--- src/logic/table_access_map.svh ---
// Register offsets, field positions, reset values and widths of the table access block
`ifndef TABLE_ACCESS_MAP_SVH
`define TABLE_ACCESS_MAP_SVH

`define TA_REG_PAGE       4'h0
`define TA_REG_KEY        4'h1
`define TA_REG_STATUS     4'h2
`define TA_PAGE_CFG_BIT   7
`define TA_PAGE_RESET     8'h00
`define TA_KEY_RESET      8'h00
`define TA_KEY_W          8
`define TA_PAGE_W         8
`define TA_OFS_W          16
`define TA_WORD_W         24

`endif

--- src/logic/table_access_pkg.sv ---
// Types shared by the table access block
package table_access_pkg;

  typedef enum logic [3:0] {
    OP_READ_LOW   = 4'h1,
    OP_READ_HIGH  = 4'h2,
    OP_WRITE_LOW  = 4'h4,
    OP_WRITE_HIGH = 4'h8
  } table_op_e;

  typedef enum logic [2:0] {
    ST_IDLE  = 3'h1,
    ST_READ  = 3'h2,
    ST_WRITE = 3'h4
  } table_state_e;

endpackage

--- src/logic/table_lane_merge.sv ---
// Byte lane merge for table writes into one 16-bit program half
module table_lane_merge (
  // Old and new data
  input  wire logic [15:0] old_word,
  input  wire logic [15:0] new_data,
  // Mode
  input  wire logic        byte_mode,
  input  wire logic        byte_sel,
  // Result
  output logic      [15:0] merged
);

  always_comb
  begin
    if (!byte_mode)
      merged = new_data;
    else if (byte_sel)
      merged = {new_data[7:0], old_word[7:0]};
    else
      merged = {old_word[15:8], new_data[7:0]};
  end

endmodule // table_lane_merge

--- src/logic/table_access.sv ---
// Program space table read and write datapath with page and key registers
//
// Strobed register access and the register offsets were chosen for this implementation.
`include "table_access_map.svh"
//
// How it works
// - Low-word table reads and writes reach bits 15 to 0 of a program word directly.
// - Only the high-word table operations touch bits 23 to 16 of a program word.
// - The program address steps by two per 24-bit word, so bit 0 of the offset is dropped.
// - Program memory looks like two 16-bit spaces on one address range, low and high.
// - Every table read and write can be a byte or a 16-bit word transfer.
// - A word low read returns program bits 15 to 0 on data bits 15 to 0.
// - A byte low read returns the upper byte when byte select is 1, else the lower byte.
// - A word high read returns program bits 23 to 16 with data bits 15 to 8 as zero.
// - A byte high read returns the chosen byte, or zero when the phantom byte is chosen.
// - High and low table writes store bytes or words at the addressed location.
// - The page register supplies the upper address bits when ADDR_W is above 15; at the default of 12 the address is offset bits 12 to 1.
// - Page bit 7 at 0 selects user space, at 1 selects configuration space.
// - The key register holds a write-only 8-bit key, zero at reset, reading as zero.
module table_access #(
  parameter int unsigned ADDR_W = 12
) (
  // Clock and reset
  input  wire logic                    clock,
  input  wire logic                    nrst,
  // Register port
  input  wire logic [3:0]              reg_addr,
  input  wire logic [15:0]             reg_wdata,
  input  wire logic                    reg_wr,
  input  wire logic                    reg_rd,
  output logic      [15:0]             reg_rdata,
  // Table instruction request from the core
  input  wire logic                    op_valid,
  input  wire table_access_pkg::table_op_e op_code,
  input  wire logic                    op_byte,
  input  wire logic [15:0]             op_offset,
  input  wire logic [15:0]             op_wdata,
  output logic      [15:0]             op_rdata,
  output logic                         op_done,
  // Flash array port, read data in the same cycle as the address
  output logic      [ADDR_W-1:0]       mem_addr,
  output logic                         mem_cfg,
  output logic                         mem_rd,
  output logic                         mem_wr,
  output logic      [`TA_WORD_W-1:0]   mem_wdata,
  output logic      [2:0]              mem_wmask,
  input  wire logic [`TA_WORD_W-1:0]   mem_rdata,
  // Key to the flash controller
  output logic      [`TA_KEY_W-1:0]    unlock_key
);

  // The page and offset together give 22 word address bits at most
  if (ADDR_W < 1 || ADDR_W > 22)
  begin : g_bad_addr_w
    $error("ADDR_W out of range");
  end

  logic [`TA_PAGE_W-1:0] page_q;
  logic [`TA_KEY_W-1:0]  key_q;
  logic [15:0]           rdata_q;
  logic [15:0]           ordata_q;
  logic                  done_q;
  table_access_pkg::table_state_e state_q;
  table_access_pkg::table_op_e    op_q;
  logic                  byte_q;
  logic                  bsel_q;
  logic [15:0]           wdata_q;
  logic [ADDR_W-1:0]     addr_q;
  logic                  cfg_q;
  logic                  rd_q;
  logic                  wr_q;
  logic [`TA_WORD_W-1:0] mwdata_q;
  logic [2:0]            mwmask_q;
  logic [`TA_WORD_W-1:0] sel_data_d;
  logic [15:0]           low_merged;
  logic [15:0]           high_merged;
  logic [21:0]           full_addr;

  // Page supplies the upper address, offset bit 0 is the byte select
  assign full_addr = {page_q[6:0], op_offset[15:1]};

  always_ff @(posedge clock)
  begin
    if (!nrst)
      page_q <= `TA_PAGE_RESET;
    else if (reg_wr && reg_addr == `TA_REG_PAGE)
      page_q <= reg_wdata[`TA_PAGE_W-1:0];
  end

  always_ff @(posedge clock)
  begin
    if (!nrst)
      key_q <= `TA_KEY_RESET;
    else if (reg_wr && reg_addr == `TA_REG_KEY)
      key_q <= reg_wdata[`TA_KEY_W-1:0];
  end

  assign unlock_key = key_q;

  // Key never reads back so software cannot learn a staged unlock value
  always_ff @(posedge clock)
  begin
    if (!nrst)
      rdata_q <= 16'h0000;
    else if (reg_rd)
    begin
      unique case (reg_addr)
        `TA_REG_PAGE:   rdata_q <= {8'h00, page_q};
        `TA_REG_KEY:    rdata_q <= 16'h0000;
        `TA_REG_STATUS: rdata_q <= {13'h0000, state_q};
        default:        rdata_q <= 16'h0000;
      endcase
    end
    else
      rdata_q <= 16'h0000;
  end

  assign reg_rdata = rdata_q;

  // Accepts one request in idle; requests during a busy cycle are ignored
  always_ff @(posedge clock)
  begin
    if (!nrst)
    begin
      state_q  <= table_access_pkg::ST_IDLE;
      op_q     <= table_access_pkg::OP_READ_LOW;
      byte_q   <= 1'b0;
      bsel_q   <= 1'b0;
      wdata_q  <= 16'h0000;
      addr_q   <= '0;
      cfg_q    <= 1'b0;
      rd_q     <= 1'b0;
    end
    else
    begin
      rd_q <= 1'b0;
      unique case (state_q)
        table_access_pkg::ST_IDLE:
        begin
          if (op_valid)
          begin
            op_q    <= op_code;
            byte_q  <= op_byte;
            bsel_q  <= op_offset[0];
            wdata_q <= op_wdata;
            addr_q  <= full_addr[ADDR_W-1:0];
            cfg_q   <= page_q[`TA_PAGE_CFG_BIT];
            rd_q    <= 1'b1;
            state_q <= table_access_pkg::ST_READ;
          end
        end
        table_access_pkg::ST_READ:
        begin
          if (op_q == table_access_pkg::OP_WRITE_LOW || op_q == table_access_pkg::OP_WRITE_HIGH)
            state_q <= table_access_pkg::ST_WRITE;
          else
            state_q <= table_access_pkg::ST_IDLE;
        end
        table_access_pkg::ST_WRITE:
          state_q <= table_access_pkg::ST_IDLE;
        default:
          state_q <= table_access_pkg::ST_IDLE;
      endcase
    end
  end

  // Read steering into the data word
  always_comb
  begin
    sel_data_d = '0;
    if (op_q == table_access_pkg::OP_READ_HIGH)
    begin
      if (!byte_q)
        sel_data_d[15:0] = {8'h00, mem_rdata[23:16]};
      else if (bsel_q)
        sel_data_d[15:0] = 16'h0000;
      else
        sel_data_d[15:0] = {8'h00, mem_rdata[23:16]};
    end
    else
    begin
      if (!byte_q)
        sel_data_d[15:0] = mem_rdata[15:0];
      else if (bsel_q)
        sel_data_d[15:0] = {8'h00, mem_rdata[15:8]};
      else
        sel_data_d[15:0] = {8'h00, mem_rdata[7:0]};
    end
  end

  table_lane_merge u_low_merge (
    .old_word  (mem_rdata[15:0]),
    .new_data  (wdata_q),
    .byte_mode (byte_q),
    .byte_sel  (bsel_q),
    .merged    (low_merged)
  );

  // High half has only one real byte; the phantom byte stays zero
  assign high_merged = (byte_q && bsel_q) ? {8'h00, mem_rdata[23:16]}
                                          : {8'h00, wdata_q[7:0]};

  // Read-modify-write: the word is fetched, merged and written back under a byte mask, low half or high byte
  always_ff @(posedge clock)
  begin
    if (!nrst)
    begin
      wr_q     <= 1'b0;
      mwdata_q <= '0;
      mwmask_q <= 3'h0;
    end
    else if (state_q == table_access_pkg::ST_READ &&
             (op_q == table_access_pkg::OP_WRITE_LOW || op_q == table_access_pkg::OP_WRITE_HIGH))
    begin
      wr_q <= 1'b1;
      if (op_q == table_access_pkg::OP_WRITE_LOW)
      begin
        mwdata_q <= {mem_rdata[23:16], low_merged};
        mwmask_q <= 3'h3;
      end
      else
      begin
        mwdata_q <= {high_merged[7:0], mem_rdata[15:0]};
        mwmask_q <= 3'h4;
      end
    end
    else
    begin
      wr_q     <= 1'b0;
      mwmask_q <= 3'h0;
    end
  end

  always_ff @(posedge clock)
  begin
    if (!nrst)
    begin
      ordata_q <= 16'h0000;
      done_q   <= 1'b0;
    end
    else
    begin
      done_q <= (state_q == table_access_pkg::ST_READ &&
                 (op_q == table_access_pkg::OP_READ_LOW || op_q == table_access_pkg::OP_READ_HIGH))
                || state_q == table_access_pkg::ST_WRITE;
      if (state_q == table_access_pkg::ST_READ &&
          (op_q == table_access_pkg::OP_READ_LOW || op_q == table_access_pkg::OP_READ_HIGH))
        ordata_q <= sel_data_d[15:0];
    end
  end

  assign op_rdata  = ordata_q;
  assign op_done   = done_q;
  assign mem_addr  = addr_q;
  assign mem_cfg   = cfg_q;
  assign mem_rd    = rd_q;
  assign mem_wr    = wr_q;
  assign mem_wdata = mwdata_q;
  assign mem_wmask = mwmask_q;

  property p_high_word_top_zero;
    @(posedge clock) disable iff (!nrst)
      (state_q == table_access_pkg::ST_READ && op_q == table_access_pkg::OP_READ_HIGH)
      |=> op_done && op_rdata[15:8] == 8'h00;
  endproperty
  a_high_word_top_zero: assert property (p_high_word_top_zero) else $error("high read top byte");

  property p_phantom_zero;
    @(posedge clock) disable iff (!nrst)
      (state_q == table_access_pkg::ST_READ && op_q == table_access_pkg::OP_READ_HIGH
       && byte_q && bsel_q) |=> op_rdata == 16'h0000;
  endproperty
  a_phantom_zero: assert property (p_phantom_zero) else $error("phantom byte not zero");

  property p_low_word;
    @(posedge clock) disable iff (!nrst)
      (state_q == table_access_pkg::ST_READ && op_q == table_access_pkg::OP_READ_LOW && !byte_q)
      |=> op_rdata == $past(mem_rdata[15:0]);
  endproperty
  a_low_word: assert property (p_low_word) else $error("low word read wrong");

  property p_low_byte;
    @(posedge clock) disable iff (!nrst)
      (state_q == table_access_pkg::ST_READ && op_q == table_access_pkg::OP_READ_LOW && byte_q)
      |=> op_rdata == {8'h00, ($past(bsel_q) ? $past(mem_rdata[15:8]) : $past(mem_rdata[7:0]))};
  endproperty
  a_low_byte: assert property (p_low_byte) else $error("low byte read wrong");

  property p_cfg_select;
    @(posedge clock) disable iff (!nrst)
      (state_q == table_access_pkg::ST_IDLE && op_valid) |=> mem_cfg == $past(page_q[7]) && mem_rd;
  endproperty
  a_cfg_select: assert property (p_cfg_select) else $error("space select wrong");

  property p_addr_step;
    @(posedge clock) disable iff (!nrst)
      (state_q == table_access_pkg::ST_IDLE && op_valid)
      |=> mem_addr == $past(full_addr[ADDR_W-1:0]);
  endproperty
  a_addr_step: assert property (p_addr_step) else $error("address wrong");

  property p_key_reads_zero;
    @(posedge clock) disable iff (!nrst)
      (reg_rd && reg_addr == `TA_REG_KEY) |=> reg_rdata == 16'h0000;
  endproperty
  a_key_reads_zero: assert property (p_key_reads_zero) else $error("key readable");

  property p_write_low_keeps_high;
    @(posedge clock) disable iff (!nrst)
      (state_q == table_access_pkg::ST_READ && op_q == table_access_pkg::OP_WRITE_LOW)
      |=> mem_wr && mem_wdata[23:16] == $past(mem_rdata[23:16]) ##1 op_done;
  endproperty
  a_write_low_keeps_high: assert property (p_write_low_keeps_high) else $error("write low");

  property p_byte_write_keep;
    @(posedge clock) disable iff (!nrst)
      (state_q == table_access_pkg::ST_READ && op_q == table_access_pkg::OP_WRITE_LOW
       && byte_q && !bsel_q) |=> mem_wdata[15:8] == $past(mem_rdata[15:8]);
  endproperty
  a_byte_write_keep: assert property (p_byte_write_keep) else $error("byte write clobbers");

endmodule // table_access

--- config.mk ---
export PLATFORM = sky130hd
export DESIGN_NAME = table_access
export DESIGN_NICKNAME = d
export VERILOG_FILES = /design/src/logic/table_access_pkg.sv /design/src/logic/table_lane_merge.sv /design/src/logic/table_access.sv
export VERILOG_INCLUDE_DIRS = /design/src /design/src/logic
export SDC_FILE = /design/constraint.sdc
export NUM_CORES = 1
export LEC_CHECK = 0
export BUFFER_PORTS_ARGS = -buffer_cell sky130_fd_sc_hd__buf_2
export CAP_MARGIN = 20
export CORE_ASPECT_RATIO = 0.9
export CORE_MARGIN = 2
export CORE_UTILIZATION = 35
export DETAILED_ROUTE_END_ITERATION = 6
export PLACE_DENSITY = 0.69
export SKIP_CTS_REPAIR_TIMING = 1
export SLEW_MARGIN = 40
export SYNTH_ARGS = -nofsm -noshare
export SYNTH_HDL_FRONTEND = slang
export SYNTH_SLANG_ARGS = --single-unit
--- constraint.sdc ---
create_clock -name clock -period 2.53 [get_ports clock]
set_clock_uncertainty 0.15 [all_clocks]
set_input_delay 0.3795 -clock clock [delete_from_list [all_inputs] [get_ports clock]]
set_output_delay 0.3795 -clock clock [all_outputs]
set_load 0.05 [all_outputs]
Word level (Yosys, flattened, before mapping)
Cells that the tools add are included.
- logic and storage cells: 55
- flip-flop bits (word level): 116
- output and inout bits: 83
- equal/unequal tests: 10
- reductions and logical operators: 13
- multiplexer cells: 16
- operators by type and width (cell ; number):
    16-bit 2-to-1 mux ; 4
    8-bit 2-to-1 mux ; 4
    24-bit 2-to-1 mux ; 1
    8-bit one-hot mux with 2 select lines ; 1
    3-bit 2-to-1 mux ; 3
    4-bit by 1-bit equality test with 1-bit output, second input constant ; 2
    4-bit by 2-bit equality test with 1-bit output, second input constant ; 2
    2-bit AND reduction ; 4
    3-bit one-hot mux with 2 select lines ; 1
    1-bit logical AND ; 5
    4-bit by 3-bit equality test with 1-bit output, second input constant ; 1
    4-bit equality test, second input constant ; 1
    4-bit zero test ; 1
    3-bit by 1-bit equality test with 1-bit output, second input constant ; 1
    3-bit by 2-bit equality test with 1-bit output, second input constant ; 1
    3-bit equality test, second input constant ; 1
    1-bit logical OR ; 3
    1-bit 2-to-1 mux ; 2
    2-bit inequality test, second input constant ; 1

Longest topological paths before layout
- depth in word-level cells: 4
- depth in mapped cells: 6
- gate-level depth less buffers: 5

By module
Synthesis repeated with hierarchy kept, for this count alone.
- cells, all modules: 499
- area, all modules: 4693.3 sq um
- by module, submodules not included (module ; area an instance (sq um) ; cells an instance ; times used):
    table_access ; 4376.7 ; 463 ; 1
    table_lane_merge ; 316.6 ; 36 ; 1

Worst setup path before layout
OpenSTA, ideal clock, no wires.
- path type: register to register
- from: register state_q[1]
- to: register ordata_q[6] (netlist: op_rdata[6])
- path slack: 527 ps
- setup time: 120 ps
- clock period less this slack: 2003 ps
- data arrival time: 1734 ps
- cell stages (with the launch flop): 7
- path through: dfxtp_1 > or3b_1 > or4_1 > buf_2 > buf_6 > a221oi_2 > nor2_1
- longest elaborated chain between the ends: 2
- ends and longest elaborated chain (item ; RTL line ; RTL):
    start: declaration ; table_access.sv:63 ; table_access_pkg::table_state_e state_q;
    start signal: assignment ; table_access.sv:125 ; state_q <= table_access_pkg::ST_IDLE;
    start signal: assignment ; table_access.sv:149 ; state_q <= table_access_pkg::ST_READ;
    start signal: assignment ; table_access.sv:155 ; state_q <= table_access_pkg::ST_WRITE;
    3-bit by 2-bit equality test with 1-bit output ; table_access.sv:246 ; if (state_q == table_access_pkg::ST_READ &&
    1-bit logical AND ; table_access.sv:246 ;
    end signal: assignment ; table_access.sv:248 ; ordata_q <= sel_data_d[15:0];
    end: declaration ; table_access.sv:61 ; logic [15:0] ordata_q;
Every way passes these cells.
A chain may end at the register's enable or synchronous reset.

Final worst setup path
- from: register state_q[1]
- to: register ordata_q[2] (netlist: op_rdata[2])
The elaborated chain is that of the path after synthesis.

==> flow_summary.toml <==
[route]
num_vias = 3863
dr.first_iter.drc_count = 214
routed_wl_mm = 12.30
via_per_inst = 4.978
drt_first_pass_iters = 4
wire_per_inst_um = 15.85
ant_nets = 0
drc = 0

[setup_path]
max_stage_delay_ns = 0.74
critPathRequiredTime_ns = 2.61
endpoint = "op_rdata[2]$_SDFFE_PN0P_"
cp-start-kind = "flop"
slowest_stage = "or4_1"
rr_worst_depth = 4
crit_family = "simple AND/OR/NAND/NOR gates"
critPathCaptureType = "flop"
cp.depth = 4
crit_buf_inv = 0
cp_max_fo = 12
path_cells = "or3b_1 -> or4_1 -> a221oi_1 -> nor2_1"
r2r-start = "state_q[1]$_SDFFE_PN0P_"
rr_endpoint = "op_rdata[2]$_SDFFE_PN0P_"
r2r_slack_ns = 0.23
worstSetupPathType = "flop to flop"
cp.arrival_ns = 2.39
crit_path_start = "state_q[1]$_SDFFE_PN0P_"

[sta]
rsz0062_at_grt = "false"
period_needed_ns = 2.300
slew_viol_final = 0
finalSetupViolCount = 0
max_freq_ghz = 0.4347
tightest_slew_ns = 0.6888
slew_headroom_pct = 53.74
finalHoldViolations = 0
period_share_pct = 90.93
fin_setup_tns_ns = 0

[global_route]
grt_util_met1_pct = 22.45
grt_pass1_vias = 3645
grt_util_met3_pct = 5.940
antenna_found_initial = 1
grt_first_pass_wirelength_mm = 18.75
overflow = 0
grt.busiest_layer = "met2"
grtUsageTotal_pct = 18.11
met2_usage_pct = 29.44
grt_max_degree = 54

[placed_design]
dp_hpwl_mm = 9.084
gp_congestion = 0.8499
portBuffers = 149
dpl_cell_area_um2 = 5353

[yosys]
syn-mean-instance-area_um2 = 9.408
synth_top_area_cell = "dfxtp_1"
synth_area_um2 = 4422
seq_area_frac_synth_pct = 48.44
synth_cells = 470
ys_ff_latch = 107
yosysTopAreaCellShare_pct = 48.44
yosys_warnings = 0
synthDistinctLibCells = 40
yosys-top-cells-area = "dfxtp_1, mux2i_1, nand2_1, a21boi_1, mux2_2"

[clocking]
cts_sinks = 107
cts_tree = "yes"
worstSkewPairLatency_ns = 0.35
cts_root_buf = "clkbuf_16"
cts_buffers = 9
cts_max_level = 3
max-clock-path-buffers = 2
cts.clk_slew.worst_paths_ns = 0.07

[pwr]
p_switching_uw = 943.3
ir_worst_vdd_v = 0.0003315
combPwrFrac_pct = 11.5
power_frac_seq_pct = 47.5
power_density_nw_per_um2 = 655.4
clkPwrFrac_pct = 41.1
p_sw_share_pct = 25.34
p_int_uw = 2780
p_leak_uw = 0.002629

[final_layout]
antenna_cells = 0
num-fill-cells = 1189
fin_nets = 697
design_area_um2 = 5680
final_common_cell = "buf_2"
utilization_pct = 46.67
syn_to_final_growth_pct = 28.47
mostFrequentLayoutCells = "buf_2, dfxtp_1, nand2_1, a21boi_1, mux2i_1"
drive_above_1_share_pct = 33.60

[floorplanning]
die_area_um2 = 13550
die_y_um = 110.6
rows = 38
coreArea_um2 = 12170
die_x_um = 122.5
start_util_pct = 36.33
ios = 169

[status]
status = "finished clean"

[worst_hold_path]
min_from = "op_code[0]"
holdPathStages = 3
hp-class = "primary input to flop"

[run]
maxCapViolCount = 0
[synthesized netlist by cell type (all sizes together)]
cell type / instances
and2: 7
nor2: 17
o21a: 1
clkbuf: 28
mux2: 15
nand2b: 1
or4b: 2
a21oi: 16
nor4b: 2
or4: 2
nor3b: 1
mux2i: 42
or3b: 1
nand3: 9
a31oi: 1
dfxtp: 107
a21o: 1
buf: 13
nor2b: 17
o21ai: 28
nand2: 90
nor4bb: 1
a21boi: 42
a221oi: 8
xnor2: 2
and3: 1
nand4bb: 1
o22ai: 7
nor4: 3
inv: 3
conb: 1
[flip-flops by register name (all words and copies together) (netlist names)]
register,cells
bsel_q,1
mem_cfg,1
unlock_key,8
wdata_q,16
op_q,4
mem_addr,12
mem_rd,1
op_done,1
op_rdata,16
mem_wr,1
state_q,3
reg_rdata,8
mem_wmask,2
byte_q,1
page_q,8
mem_wdata,24
[cell type report]
cell class / count / area (um2) / share of cell area [%]
Timing Repair Buffer: 164 / 870.8 / 15.33
Clock buffer: 10 / 239.0 / 4.207
Tap cell: 160 / 200.2 / 3.524
Inverter: 3 / 11.26 / 0.1982
Clock inverter: 6 / 88.84 / 1.564
Sequential cell: 107 / 2142 / 37.71
Multi-Input combinational cell: 326 / 2128 / 37.47
[worst reg2reg max path, delay by kind of cell (launching register included)]
family | cells | cell delay (ns)
DFF | 1 | 0.43
AOI/OAI and AO/OA | 1 | 0.36
and+or+nand+nor | 3 | 1.24
[kinds of logic after synthesis]
logic type / count (synthesis) / synth area share, %
AND/OR/NAND/NOR: 155 / 17.54
AO/OA/AOI/OAI: 104 / 15.45
multiplexers: 57 / 13.33
other: 1 / 0.08481
buffers and inverters: 44 / 4.754
XOR/XNOR: 2 / 0.3962
flip-flops: 107 / 48.44
[routing by layer]
layer / routed length, um / share of wire [%] / vias up
met5: 0 / 0 / -
met4: 173 / 1.4 / 0
met3: 1042 / 8.5 / 12
met2: 5700 / 46 / 154
met1: 5379 / 44 / 1811
li1: - / - / 1886
[how the worst min path moves through the flow]
stage and end:
2_1_floorplan reg_rdata[3]$_SDFF_PN0_, 3_3_place_gp reg_rdata[6]$_SDFF_PN0_, 3_5_place_dp reg_rdata[6]$_SDFF_PN0_, 4_1_cts op_q[0]$_SDFFE_PN1P_, 5_1_grt op_q[0]$_SDFFE_PN1P_, 6_report op_q[0]$_SDFFE_PN1P_
[metrics by stage]
stage / hold slack [ns] / cells / setup slack [ns] / total power, uW
floorplan: 0.2791 / 477 / 0.5267 / 2077
global placement: 0.2854 / 760 / 0.3338 / 2223
detailed placement: 0.2881 / 760 / 0.2525 / 2235
CTS: 0.07695 / 776 / 0.2270 / 3762
global route: 0.07858 / 776 / 0.1470 / 3859
finish: 0.08715 / 776 / 0.2295 / 3723
[power by group through the flow]
stage | Sequential, uW | Clock [uW] | Combinational, uW
after detailed placement | 1810 | 0 | 429
final | 1770 | 1530 | 427
after CTS | 1770 | 1570 | 430
after global routing | 1770 | 1620 | 463
after floorplan | 1860 | 0 | 214
after global placement | 1800 | 0 | 421
Note: power is estimated with default switching activity, not from simulation.
